### config.mk
export PLATFORM = sky130hd
export DESIGN_NAME = hre_top
export DESIGN_NICKNAME = d
export VERILOG_FILES = /design/src/hre_pkg.sv /design/src/hre_top.sv
export SDC_FILE = /design/constraint.sdc
export NUM_CORES = 2
export LEC_CHECK = 0
export BUFFER_PORTS_ARGS = -buffer_cell sky130_fd_sc_hd__buf_4
export CORE_ASPECT_RATIO = 1.1
export CORE_MARGIN = 3
export CORE_UTILIZATION = 45
export CTS_CLUSTER_DIAMETER = 80
export DETAILED_ROUTE_END_ITERATION = 8
export GPL_TIMING_DRIVEN = 0
export PLACE_DENSITY = 0.7
export SYNTH_ARGS = -nofsm -noshare
export SYNTH_HDL_FRONTEND = slang
export SYNTH_HIERARCHICAL = 1
export SYNTH_MEMORY_MAX_BITS = 65536
export SYNTH_SLANG_ARGS = --single-unit
### constraint.sdc
create_clock -name CLK -period 10.15 [get_ports CLK]
set_input_delay 0.5075 -clock CLK [delete_from_list [all_inputs] [get_ports CLK]]
set_output_delay 0.5075 -clock CLK [all_outputs]
set_load 0.02 [all_outputs]
### src/hre_pkg.sv
// hre_pkg: constants and types shared by the hdlc receive engine files
// assumes an 8-bit register port with the same offsets on ADDR for every channel, chosen by BANK_SEL
package hre_pkg;

  // register offsets inside one channel window
  localparam logic [7:0] HRE_OFS_CFG = 8'h48;
  localparam logic [7:0] HRE_OFS_IRQC = 8'h49;
  localparam logic [7:0] HRE_OFS_STAT = 8'h4a;
  localparam logic [7:0] HRE_OFS_DATA = 8'h4b;
  localparam logic [7:0] HRE_OFS_PRI = 8'h4c;
  localparam logic [7:0] HRE_OFS_SEC = 8'h4d;

  // receiver_config fields
  localparam int HRE_CFG_MEN = 3;
  localparam int HRE_CFG_MM = 2;
  localparam int HRE_CFG_TR = 1;
  localparam int HRE_CFG_EN = 0;
  // receiver_irq_control fields
  localparam int HRE_IRQC_RECEIVER_IRQ_ENABLE = 7;
  localparam int HRE_IRQC_THR_MSB = 6;
  // receiver_status fields
  localparam int HRE_STAT_FE = 7;
  localparam int HRE_STAT_OVR = 6;
  localparam int HRE_STAT_LINK_STATE_CHANGE_FLAG = 5;
  localparam int HRE_STAT_PACKET_STORED_FLAG = 4;
  localparam int HRE_STAT_PBS_LSB = 1;
  localparam int HRE_STAT_RECEIVER_IRQ_FLAG = 0;

  // reset values
  localparam logic [7:0] HRE_PATTERN_RST = 8'hff;
  localparam logic [6:0] HRE_THR_RST = 7'h00;

  // last byte status codes
  localparam logic [2:0] HRE_PBS_DATA = 3'h0;
  localparam logic [2:0] HRE_PBS_LINK_UP = 3'h1;
  localparam logic [2:0] HRE_PBS_ABORT = 3'h2;
  localparam logic [2:0] HRE_PBS_END = 3'h4;
  localparam int HRE_PBS_PARTIAL_BIT = 0;
  localparam int HRE_PBS_FCS_BIT = 1;
  localparam logic [7:0] HRE_DUMMY_BYTE = 8'h00;

  // bit level framing
  localparam logic [2:0] HRE_STUFF_ONES = 3'h5;
  localparam logic [2:0] HRE_FLAG_ONES = 3'h6;
  localparam logic [2:0] HRE_ABORT_ONES = 3'h7;
  localparam logic [3:0] HRE_LOOKAHEAD = 4'h7;
  localparam logic [3:0] HRE_BYTE_READY = 4'hf;
  localparam logic [3:0] HRE_BYTE_BITS = 4'h8;

  // frame check sequence, lsb first
  localparam logic [15:0] HRE_CRC_INIT = 16'hffff;
  localparam logic [15:0] HRE_CRC_POLY = 16'h8408;
  localparam logic [15:0] HRE_CRC_GOOD = 16'hf0b8;

  // fill threshold value zero stands for this set point
  localparam int HRE_SETPOINT_ZERO = 128;
  // fifo word: status code above the byte
  localparam int HRE_WORD_W = 11;
  localparam int HRE_NUM_RX = 3;

  typedef enum logic [1:0] {
    HRE_HUNT,
    HRE_FRAME,
    HRE_SKIP
  } hre_rx_state_type;

endpackage

### src/hre_top.sv
// hre_top: three hdlc receivers behind one register window, with fifos
// assumes bit strobes from the framer on CLK and a same-clock host port
//
// Overview of operation
// - address match disabled stores every frame, mask mode ignored.
// - match mode 0 stores frames whose first byte is ones or either pattern.
// - match mode 1 compares only upper six bits against the patterns.
// - terminate abandons the frame, empties fifo, clears interrupts, rehunts.
// - terminate clears itself after one clock or on a config read.
// - enable low keeps receiver idle with fifo and interrupts cleared.
// - enable high starts hunting for an opening flag at once.
// - enable low then high acts like terminate.
// - shared low interrupt only on flag rise while interrupt enable set.
// - fill above threshold raises a condition until empty; zero means 128.
// - fifo empty flag is one when no bytes held.
// - a byte into a full fifo sets overwrite, resets fifo, clears two flags.
// - link change set on activating flag or abort; cleared by read.
// - packet stored set when a whole packet is in the fifo.
// - last byte status 000 data, 001 link up dummy, 010 abort dummy.
// - final byte status 100..111 from partial byte and check error.
// - receiver interrupt flag set by five sources, cleared on read.
// - earliest serial bit lands in bit 0 of the popped byte.
// - patterns hold first serial bit in bit 0, reset to all ones.
// - bank select chooses which of three receivers the window shows.
`timescale 1ns/1ps

////////////////////////////////////////////////////////////////////////////
// first-word-fall-through fifo with flush
module hre_fifo #(
  parameter int WIDTH = 11,
  parameter int DEPTH = 128
) (
  input wire logic clk,
  input wire logic rst,
  input wire logic flush,
  input wire logic in_valid,
  output logic in_ready,
  input wire logic [WIDTH-1:0] in_data,
  output logic out_valid,
  input wire logic out_ready,
  output logic [WIDTH-1:0] out_data,
  output logic [$clog2(DEPTH+1)-1:0] level
);
  localparam int AW = $clog2(DEPTH);
  localparam int CW = $clog2(DEPTH+1);

  typedef struct packed {
    logic [AW-1:0] wp;
    logic [AW-1:0] rp;
    logic [CW-1:0] cnt;
  } hre_fifo_state_type;

  hre_fifo_state_type s_reg, s_next;
  logic [WIDTH-1:0] mem [DEPTH];
  logic push, pop;

  assign in_ready = s_reg.cnt != CW'(DEPTH);
  assign out_valid = s_reg.cnt != '0;
  assign out_data = mem[s_reg.rp];
  assign level = s_reg.cnt;
  assign push = in_valid && in_ready && !flush;
  assign pop = out_valid && out_ready && !flush;

  // pointer and count update
  always_comb begin
    s_next = s_reg;
    if (flush) begin
      s_next = '0;
    end else begin
      if (push) begin
        s_next.wp = (s_reg.wp == AW'(DEPTH-1)) ? '0 : s_reg.wp + 1'b1;
      end
      if (pop) begin
        s_next.rp = (s_reg.rp == AW'(DEPTH-1)) ? '0 : s_reg.rp + 1'b1;
      end
      if (push && !pop) begin
        s_next.cnt = s_reg.cnt + 1'b1;
      end else if (pop && !push) begin
        s_next.cnt = s_reg.cnt - 1'b1;
      end
    end
  end

  always_ff @(posedge clk) begin
    if (rst) begin
      s_reg <= '0;
    end else begin
      s_reg <= s_next;
    end
  end

  // storage, no reset needed
  always_ff @(posedge clk) begin
    if (push) begin
      mem[s_reg.wp] <= in_data;
    end
  end
endmodule

////////////////////////////////////////////////////////////////////////////
// one hdlc receiver with its registers and fifo
module hre_rx
  import hre_pkg::*;
#(
  parameter int DEPTH = 128
) (
  input wire logic clk,
  input wire logic rst,
  input wire logic bit_in,
  input wire logic bit_stb,
  input wire logic wr_en,
  input wire logic rd_en,
  input wire logic [7:0] addr,
  input wire logic [7:0] wdata,
  output logic [7:0] rdata,
  output logic irq
);
  localparam int LW = $clog2(DEPTH+1);
  localparam int SW = (LW > 8) ? LW : 8;

  typedef struct packed {
    logic address_match_enable;
    logic mm;
    logic tr;
    logic en;
    logic receiver_irq_enable;
    logic [6:0] thr;
    logic [7:0] pa;
    logic [7:0] sa;
    logic overwrite_flag;
    logic link_state_change_flag;
    logic packet_stored_flag;
    logic [2:0] pbs;
    logic receiver_irq_flag;
    logic int_pend;
    logic thr_hit;
    hre_rx_state_type st;
    logic link_up;
    logic [2:0] ones;
    logic [14:0] win;
    logic [3:0] nb;
    logic first;
    logic [7:0] held;
    logic held_v;
    logic [15:0] crc;
  } hre_rx_regs_type;

  hre_rx_regs_type s_reg, s_next;

  logic flush, wr_v, irq_set, kill, b, pop_req;
  logic [HRE_WORD_W-1:0] wr_d;
  logic fifo_in_ready, fifo_out_valid;
  logic [HRE_WORD_W-1:0] fifo_out;
  logic [LW-1:0] level;
  logic [SW-1:0] setpoint;
  logic [SW-1:0] level_w;
  logic [14:0] win_new;
  logic [7:0] byte_new;
  logic [3:0] resid;
  logic [15:0] crc_new;
  logic match;

  // bitwise crc over one byte, lsb first
  function automatic logic [15:0] crc_byte(input logic [15:0] c,
                                           input logic [7:0] d);
    logic [15:0] r;
    r = c;
    for (int k = 0; k < 8; k++) begin
      if (r[0] ^ d[k]) begin
        r = (r >> 1) ^ HRE_CRC_POLY;
      end else begin
        r = r >> 1;
      end
    end
    return r;
  endfunction

  hre_fifo #(
    .WIDTH(HRE_WORD_W),
    .DEPTH(DEPTH)
  ) u_fifo (
    .clk(clk),
    .rst(rst),
    .flush(flush),
    .in_valid(wr_v),
    .in_ready(fifo_in_ready),
    .in_data(wr_d),
    .out_valid(fifo_out_valid),
    .out_ready(pop_req),
    .out_data(fifo_out),
    .level(level)
  );

  assign kill = !s_reg.en || s_reg.tr;
  assign pop_req = rd_en && addr == HRE_OFS_DATA && !kill;
  assign irq = s_reg.int_pend;
  // threshold zero stands for 128; compared wide so a shallow fifo never
  // wraps the set point down to a small value
  assign level_w = SW'(level);
  assign setpoint = (s_reg.thr == '0) ? SW'(HRE_SETPOINT_ZERO)
                                      : SW'(s_reg.thr);

  // register read data, taken before this cycle's side effects
  always_comb begin
    rdata = 8'h00;
    case (addr)
      HRE_OFS_CFG: begin
        rdata = {4'h0, s_reg.address_match_enable, s_reg.mm, s_reg.tr, s_reg.en};
      end
      HRE_OFS_IRQC: begin
        rdata = {s_reg.receiver_irq_enable, s_reg.thr};
      end
      HRE_OFS_STAT: begin
        rdata = {!fifo_out_valid, s_reg.overwrite_flag, s_reg.link_state_change_flag, s_reg.packet_stored_flag,
                 s_reg.pbs, s_reg.receiver_irq_flag};
      end
      HRE_OFS_DATA: begin
        rdata = (pop_req && fifo_out_valid) ? fifo_out[7:0]
                                            : 8'h00;
      end
      HRE_OFS_PRI: begin
        rdata = s_reg.pa;
      end
      HRE_OFS_SEC: begin
        rdata = s_reg.sa;
      end
      default: begin
        rdata = 8'h00;
      end
    endcase
  end

  // receiver state, registers and flags
  always_comb begin
    s_next = s_reg;
    flush = 1'b0;
    wr_v = 1'b0;
    wr_d = '0;
    irq_set = 1'b0;
    b = bit_in;
    win_new = {bit_in, s_reg.win[14:1]};
    byte_new = win_new[7:0];
    resid = 4'(s_reg.nb - HRE_LOOKAHEAD);
    crc_new = crc_byte(s_reg.crc, byte_new);
    match = 1'b1;

    // terminate lasts one clock
    if (s_reg.tr) begin
      s_next.tr = 1'b0;
    end

    // register writes
    if (wr_en) begin
      case (addr)
        HRE_OFS_CFG: begin
          s_next.address_match_enable = wdata[HRE_CFG_MEN];
          s_next.mm = wdata[HRE_CFG_MM];
          s_next.tr = wdata[HRE_CFG_TR];
          s_next.en = wdata[HRE_CFG_EN];
        end
        HRE_OFS_IRQC: begin
          s_next.receiver_irq_enable = wdata[HRE_IRQC_RECEIVER_IRQ_ENABLE];
          s_next.thr = wdata[HRE_IRQC_THR_MSB:0];
        end
        HRE_OFS_PRI: begin
          s_next.pa = wdata;
        end
        HRE_OFS_SEC: begin
          s_next.sa = wdata;
        end
        default: begin
        end
      endcase
    end

    // read side effects; later sets win over these clears
    if (rd_en) begin
      case (addr)
        HRE_OFS_CFG: begin
          s_next.tr = 1'b0;
        end
        HRE_OFS_STAT: begin
          s_next.overwrite_flag = 1'b0;
          s_next.link_state_change_flag = 1'b0;
          s_next.packet_stored_flag = 1'b0;
          s_next.receiver_irq_flag = 1'b0;
        end
        HRE_OFS_DATA: begin
          if (pop_req && fifo_out_valid) begin
            s_next.pbs = fifo_out[HRE_WORD_W-1:8];
          end
        end
        default: begin
        end
      endcase
    end

    // serial bit handling, only while running
    if (!kill && bit_stb) begin
      if (b) begin
        if (s_reg.ones != HRE_ABORT_ONES) begin
          s_next.ones = s_reg.ones + 1'b1;
        end
        if (s_reg.ones == HRE_FLAG_ONES) begin
          // seventh one: abort sequence
          s_next.st = HRE_HUNT;
          s_next.held_v = 1'b0;
          if (s_reg.link_up) begin
            s_next.link_up = 1'b0;
            wr_v = 1'b1;
            wr_d = {HRE_PBS_ABORT, HRE_DUMMY_BYTE};
            s_next.link_state_change_flag = 1'b1;
            irq_set = 1'b1;
          end
        end
      end else begin
        s_next.ones = '0;
      end

      if (!b && s_reg.ones == HRE_FLAG_ONES) begin
        // flag: close any frame, then open a fresh one
        if (s_reg.st == HRE_HUNT && !s_reg.link_up) begin
          s_next.link_up = 1'b1;
          wr_v = 1'b1;
          wr_d = {HRE_PBS_LINK_UP, HRE_DUMMY_BYTE};
          s_next.link_state_change_flag = 1'b1;
          irq_set = 1'b1;
        end else if (s_reg.st == HRE_FRAME && s_reg.held_v) begin
          wr_v = 1'b1;
          wr_d = {HRE_PBS_END, s_reg.held};
          wr_d[8+HRE_PBS_PARTIAL_BIT] = resid != '0;
          wr_d[8+HRE_PBS_FCS_BIT] = s_reg.crc != HRE_CRC_GOOD;
          s_next.packet_stored_flag = 1'b1;
          irq_set = 1'b1;
        end
        s_next.st = HRE_FRAME;
        s_next.nb = '0;
        s_next.first = 1'b1;
        s_next.held_v = 1'b0;
        s_next.crc = HRE_CRC_INIT;
      end else if (s_reg.st == HRE_FRAME && s_reg.ones != HRE_FLAG_ONES &&
                   !(!b && s_reg.ones == HRE_STUFF_ONES)) begin
        // data bit after zero removal
        s_next.win = win_new;
        s_next.nb = s_reg.nb + 1'b1;
        if (s_reg.nb + 1'b1 == HRE_BYTE_READY) begin
          s_next.nb = HRE_BYTE_READY - HRE_BYTE_BITS;
          if (s_reg.first && s_reg.address_match_enable) begin
            if (s_reg.mm) begin
              match = byte_new[7:2] == 6'h3f ||
                      byte_new[7:2] == s_reg.pa[7:2] ||
                      byte_new[7:2] == s_reg.sa[7:2];
            end else begin
              match = byte_new == 8'hff || byte_new == s_reg.pa ||
                      byte_new == s_reg.sa;
            end
          end
          s_next.first = 1'b0;
          if (!match) begin
            s_next.st = HRE_SKIP;
          end else begin
            // hold one byte back so the last can carry its status
            if (s_reg.held_v) begin
              wr_v = 1'b1;
              wr_d = {HRE_PBS_DATA, s_reg.held};
            end
            s_next.held = byte_new;
            s_next.held_v = 1'b1;
            s_next.crc = crc_new;
          end
        end
      end
    end

    // byte into a full fifo: overwrite
    if (wr_v && !fifo_in_ready) begin
      flush = 1'b1;
      s_next.overwrite_flag = 1'b1;
      s_next.link_state_change_flag = 1'b0;
      s_next.packet_stored_flag = 1'b0;
      irq_set = 1'b1;
    end

    // fill threshold condition held until empty
    if (level == '0) begin
      s_next.thr_hit = 1'b0;
    end else if (level_w > setpoint && !s_reg.thr_hit) begin
      s_next.thr_hit = 1'b1;
      irq_set = 1'b1;
    end

    // receiver flag and shared interrupt request
    if (irq_set) begin
      s_next.receiver_irq_flag = 1'b1;
      if (!s_reg.receiver_irq_flag && s_reg.receiver_irq_enable) begin
        s_next.int_pend = 1'b1;
      end
    end
    if (!s_next.receiver_irq_flag || !s_reg.receiver_irq_enable) begin
      s_next.int_pend = 1'b0;
    end

    // terminate or disable wipes the receiver
    if (kill) begin
      flush = 1'b1;
      s_next.overwrite_flag = 1'b0;
      s_next.link_state_change_flag = 1'b0;
      s_next.packet_stored_flag = 1'b0;
      s_next.receiver_irq_flag = 1'b0;
      s_next.int_pend = 1'b0;
      s_next.thr_hit = 1'b0;
      s_next.st = HRE_HUNT;
      s_next.link_up = 1'b0;
      s_next.ones = '0;
      s_next.nb = '0;
      s_next.held_v = 1'b0;
    end
  end

  always_ff @(posedge clk) begin
    if (rst) begin
      s_reg <= '0;
      s_reg.thr <= HRE_THR_RST;
      s_reg.pa <= HRE_PATTERN_RST;
      s_reg.sa <= HRE_PATTERN_RST;
      s_reg.st <= HRE_HUNT;
      s_reg.crc <= HRE_CRC_INIT;
    end else begin
      s_reg <= s_next;
    end
  end
endmodule

////////////////////////////////////////////////////////////////////////////
// three receivers sharing one window
module hre_top
  import hre_pkg::*;
#(
  parameter int DEPTH = 128
) (
  input wire logic CLK,
  input wire logic RST,
  input wire logic [7:0] ADDR,
  input wire logic WR,
  input wire logic RD,
  input wire logic [7:0] WDATA,
  input wire logic [1:0] BANK_SEL,
  input wire logic [hre_pkg::HRE_NUM_RX-1:0] RX_BIT,
  input wire logic [hre_pkg::HRE_NUM_RX-1:0] RX_STB,
  output logic [7:0] RDATA,
  output logic INT_N
);
  import hre_pkg::*;

  typedef struct packed {
    logic [7:0] rdata;
    logic int_n;
  } hre_top_state_type;

  hre_top_state_type s_reg, s_next;
  logic [7:0] rd_mux [HRE_NUM_RX];
  logic [HRE_NUM_RX-1:0] irq_vec;

  // one receiver per bank
  for (genvar i = 0; i < HRE_NUM_RX; i++) begin : g_rx
    hre_rx #(
      .DEPTH(DEPTH)
    ) u_rx (
      .clk(CLK),
      .rst(RST),
      .bit_in(RX_BIT[i]),
      .bit_stb(RX_STB[i]),
      .wr_en(WR && BANK_SEL == 2'(i)),
      .rd_en(RD && BANK_SEL == 2'(i)),
      .addr(ADDR),
      .wdata(WDATA),
      .rdata(rd_mux[i]),
      .irq(irq_vec[i])
    );
  end

  // read mux and shared interrupt
  always_comb begin
    s_next = s_reg;
    s_next.int_n = !(|irq_vec);
    if (RD) begin
      s_next.rdata = 8'h00;
      for (int i = 0; i < HRE_NUM_RX; i++) begin
        if (BANK_SEL == 2'(i)) begin
          s_next.rdata = rd_mux[i];
        end
      end
    end
  end

  always_ff @(posedge CLK) begin
    if (RST) begin
      s_reg.rdata <= 8'h00;
      s_reg.int_n <= 1'b1;
    end else begin
      s_reg <= s_next;
    end
  end

  assign RDATA = s_reg.rdata;
  assign INT_N = s_reg.int_n;
endmodule

==> results.md <==
* Worst reg2reg path depth at 15
* TritonCTS buffer count at 438
* Drt pass-1 iters at 6
* Mapped Cells at 9,827
* Syn_area_per_cell at 18.60 µm²
* Simple-Gate Fraction of Synth Area at 4.416%
* WP data arrival at 7130 ps
* RR Startpoint: g_rx[1].u_rx/s_reg[46]
* Sequential-to-total area share from yosys stat at 73.31%
* Post-DRT Antenna Nets at 0
* Ys flop type: edfxtp_1
* GRT Resource Usage Total at 22.30%
* Hold_sp: BANK_SEL[0]
* Synth Area in Adders at 0.5463%
* Antenna violations before repair at 34
* Site Rows at 244
* FMAX at 151.3 MHz
* Final Cycle Share at 65.10%
* Clk_skew at 110.6 ps
* Ys Warns at 6
* Failing checks: capacitance limit, slew limit
* Yosys cell types at 96
* Compound-Gate Fraction of Synth Area at 4.177%
* Sum of negative setup slack at 0 ps
* Synth Area in XOR/XNOR at 0.8373%
* Skew-Pair Late Insertion Delay at 1020 ps
* Status: complete, but fails checks
* P_leak at 52.70 nW
* Clock-pin transition on the worst setup and hold timing paths at 60 ps
* Main combinational cell family by area after synthesis: multiplexers
* Vias in the first global route at 98,300
* WL/cell at 28.85 µm
* CTS tree: yes
* Remaining global-route overflow at 0
* Worst endpoint required time at 10,680 ps
* Global-route wire length before repair at 677,600 µm
* CTS Root Cell: clkbuf_16
* Max Fanout on Critical Path at 11
* Post-synth ARST share at 0%
* Final setup viols at 0
* Slew margin rel. at -0.3720%
* Worst VDD drop at 0.0001610 V
* Die Area at 413,800 µm²
* Worst R2R End: g_rx[1].u_rx/u_fifo/mem[59][8]
* Die X at 613.6 µm
* Crit path launch: g_rx[1].u_rx/s_reg[46]
* Core box area at 403,000 µm²
* Final Core Density at 51.49%
* Fin nets at 10,670
* Resized Gates After CTS at 0
* Routability cong. at 0.9627
* Fillcell total at 31,280
* Post-route DRC violation count at 0
* Share of cells above drive strength 1 at 21.78%
* Yosys reg bits at 4,581
* Largest net degree at the start of global routing at 89
* Startpoint types: flip-flop
* Final worst path period need at 6608 ps
* EDFF count, synth at 4,224
* Max reg flops at 4,224
* Final-report hold violation count at 0
* Flop2flop setup slack at 3540 ps
* Final WL at 468,800 µm
* RSZ-0062 raised after global routing: no
* CTS Sinks at 4,581
* Mux cell area share after synthesis at 15.01%
* Hpwl dp at 326,700 µm
* Worst slew pin tran at 1468 ps
* CP Capture Type: flip-flop
* Clock buffer depth at 4
* CTS HTree Levels at 5
* I/O pins at 37
* Vias per cell at 6.034
* Area grow syn2layout at 13.53%
* Port bufs at 32
* WS Path Type: reg2reg
* Crit path to: g_rx[1].u_rx/u_fifo/mem[59][8]
* Vias at 98,040
* DRT iter0 DRCs at 11,940
* Starting Density at 45.35%
* Post-synth net total at 9,933
* Slew Limit Fails at 1
* Synthesized area at 182,800 µm²
* Max cap viols at 2
* Die height at 674.4 µm
* Pwr dens at 176.9 nW/µm²
* Hold crit path type: in2reg
synthesized netlist by cell type (87+ instances only):
| cell | count | area, µm² |
|---|---|---|
| xor2_1 | 92 | 805.8 |
| a22oi_1 | 135 | 1013 |
| nor2_1 | 744 | 2793 |
| o21ai_0 | 117 | 585.6 |
| a21oi_1 | 132 | 660.6 |
| nor3_1 | 87 | 435.4 |
| buf_2 | 191 | 955.9 |
| nor2b_1 | 107 | 669.4 |
| mux2i_1 | 551 | 5515 |
| clkbuf_1 | 267 | 1002 |
| dfxtp_1 | 357 | 7147 |
| mux2_2 | 268 | 3018 |
| a22o_1 | 167 | 1463 |
| mux4_2 | 831 | 18720 |
| nand2_1 | 270 | 1013 |
| o22ai_1 | 145 | 907.1 |
| edfxtp_1 | 4224 | 126800 |
cell usage in the layout (no fill, tap or decap), drive strengths merged, types with 107 or more instances in the layout:
cell and count:
edfxtp 4224, mux4 838, clkbuf 796, nor2 745, buf 598, mux2i 551
dfxtp 357, nand2 270, mux2 268, clkinv 204, a22o 167, o22ai 145
a22oi 138, a21oi 134, o21ai 119, nor2b 107
cells by family (layout without fill, tap and decap cells):
logic type | after synthesis | in the layout
multiplexers | 1657 | 1657
AND/OR/NAND/NOR | 1652 | 1652
buffers and inverters | 655 | 1773
other | 0 | 13
AO/OA/AOI/OAI | 1031 | 1031
XOR/XNOR | 173 | 173
flip-flops | 4581 | 4581
adder cells (fa/ha/maj) | 78 | 78
worst min path at each step:
stage                             endpoint  slack, ps  cells after the start
CTS                               RDATA[2]         50                      4
detailed placement  g_rx[2].u_rx/s_reg[51]        460                      1
global placement    g_rx[2].u_rx/s_reg[59]        450                      2
global route                      RDATA[2]        100                      4
floorplan           g_rx[1].u_rx/s_reg[59]        440                      2
finish                            RDATA[2]         90                      4
per-stage QoR:
step | cells | worst slack [ps] | power (mW) | instance area [µm²] | hold slack [ps]
after floorplan | 9827 | 2058 | 20.75 | 182800 | 436.6
after global placement | 15150 | -6529 | 20.79 | 189600 | 450.9
after detailed placement | 15400 | 3643 | 20.79 | 192900 | 459.1
after CTS | 16230 | 3639 | 36.94 | 207500 | 47.76
after global routing | 16240 | 3264 | 37.70 | 207500 | 102.6
final | 16250 | 3542 | 36.70 | 207500 | 90.16
power by group:
group | total, mW | internal [mW] | switching [mW]
Combinational | 0.106 | 0.0338 | 0.0721
Clock | 16.3 | 9.25 | 7.05
Sequential | 20.3 | 20.3 | 0.00280
critical path, cell delays in order, from the launching register on:
cell and delay (ps):
dfxtp_1 400, inv_1 70, ha_1 170, nor2b_1 130
o21ai_0 350, o211ai_1 340, a221oi_2 360, buf_4 230
nand2_1 90, a221oi_2 500, inv_1 80, a311oi_1 670
nor2b_1 390, nand3_1 630, clkbuf_1 710, nor2_1 1020
area by class of cell:
type,count,area [µm²],share of cell area [%]
repair buffers,300,3445,1.660
flip-flops and latches,4581,134000,64.57
multi-input cells,4591,45860,22.10
inverters,73,274.0,0.1321
clock buffers,528,11450,5.520
plain buffers,582,2833,1.365
clock inverters,290,2988,1.440
well taps,5289,6618,3.189
diodes,13,32.53,0.01568
routing by layer:
metal | part of all wire (%) | track usage [%]
met1 | 37 | 29.25
met2 | 49 | 37.10
met3 | 8.5 | 3.517
met4 | 4.7 | 9.429
met5 | 0.027 | 0
what timing repair did:
action / in CTS / in global routing
hold endpoints to repair: 99 / 0
buffers inserted: 0 / 0
hold buffers: 16 / 0
Power figures use the tool's default switching activity.
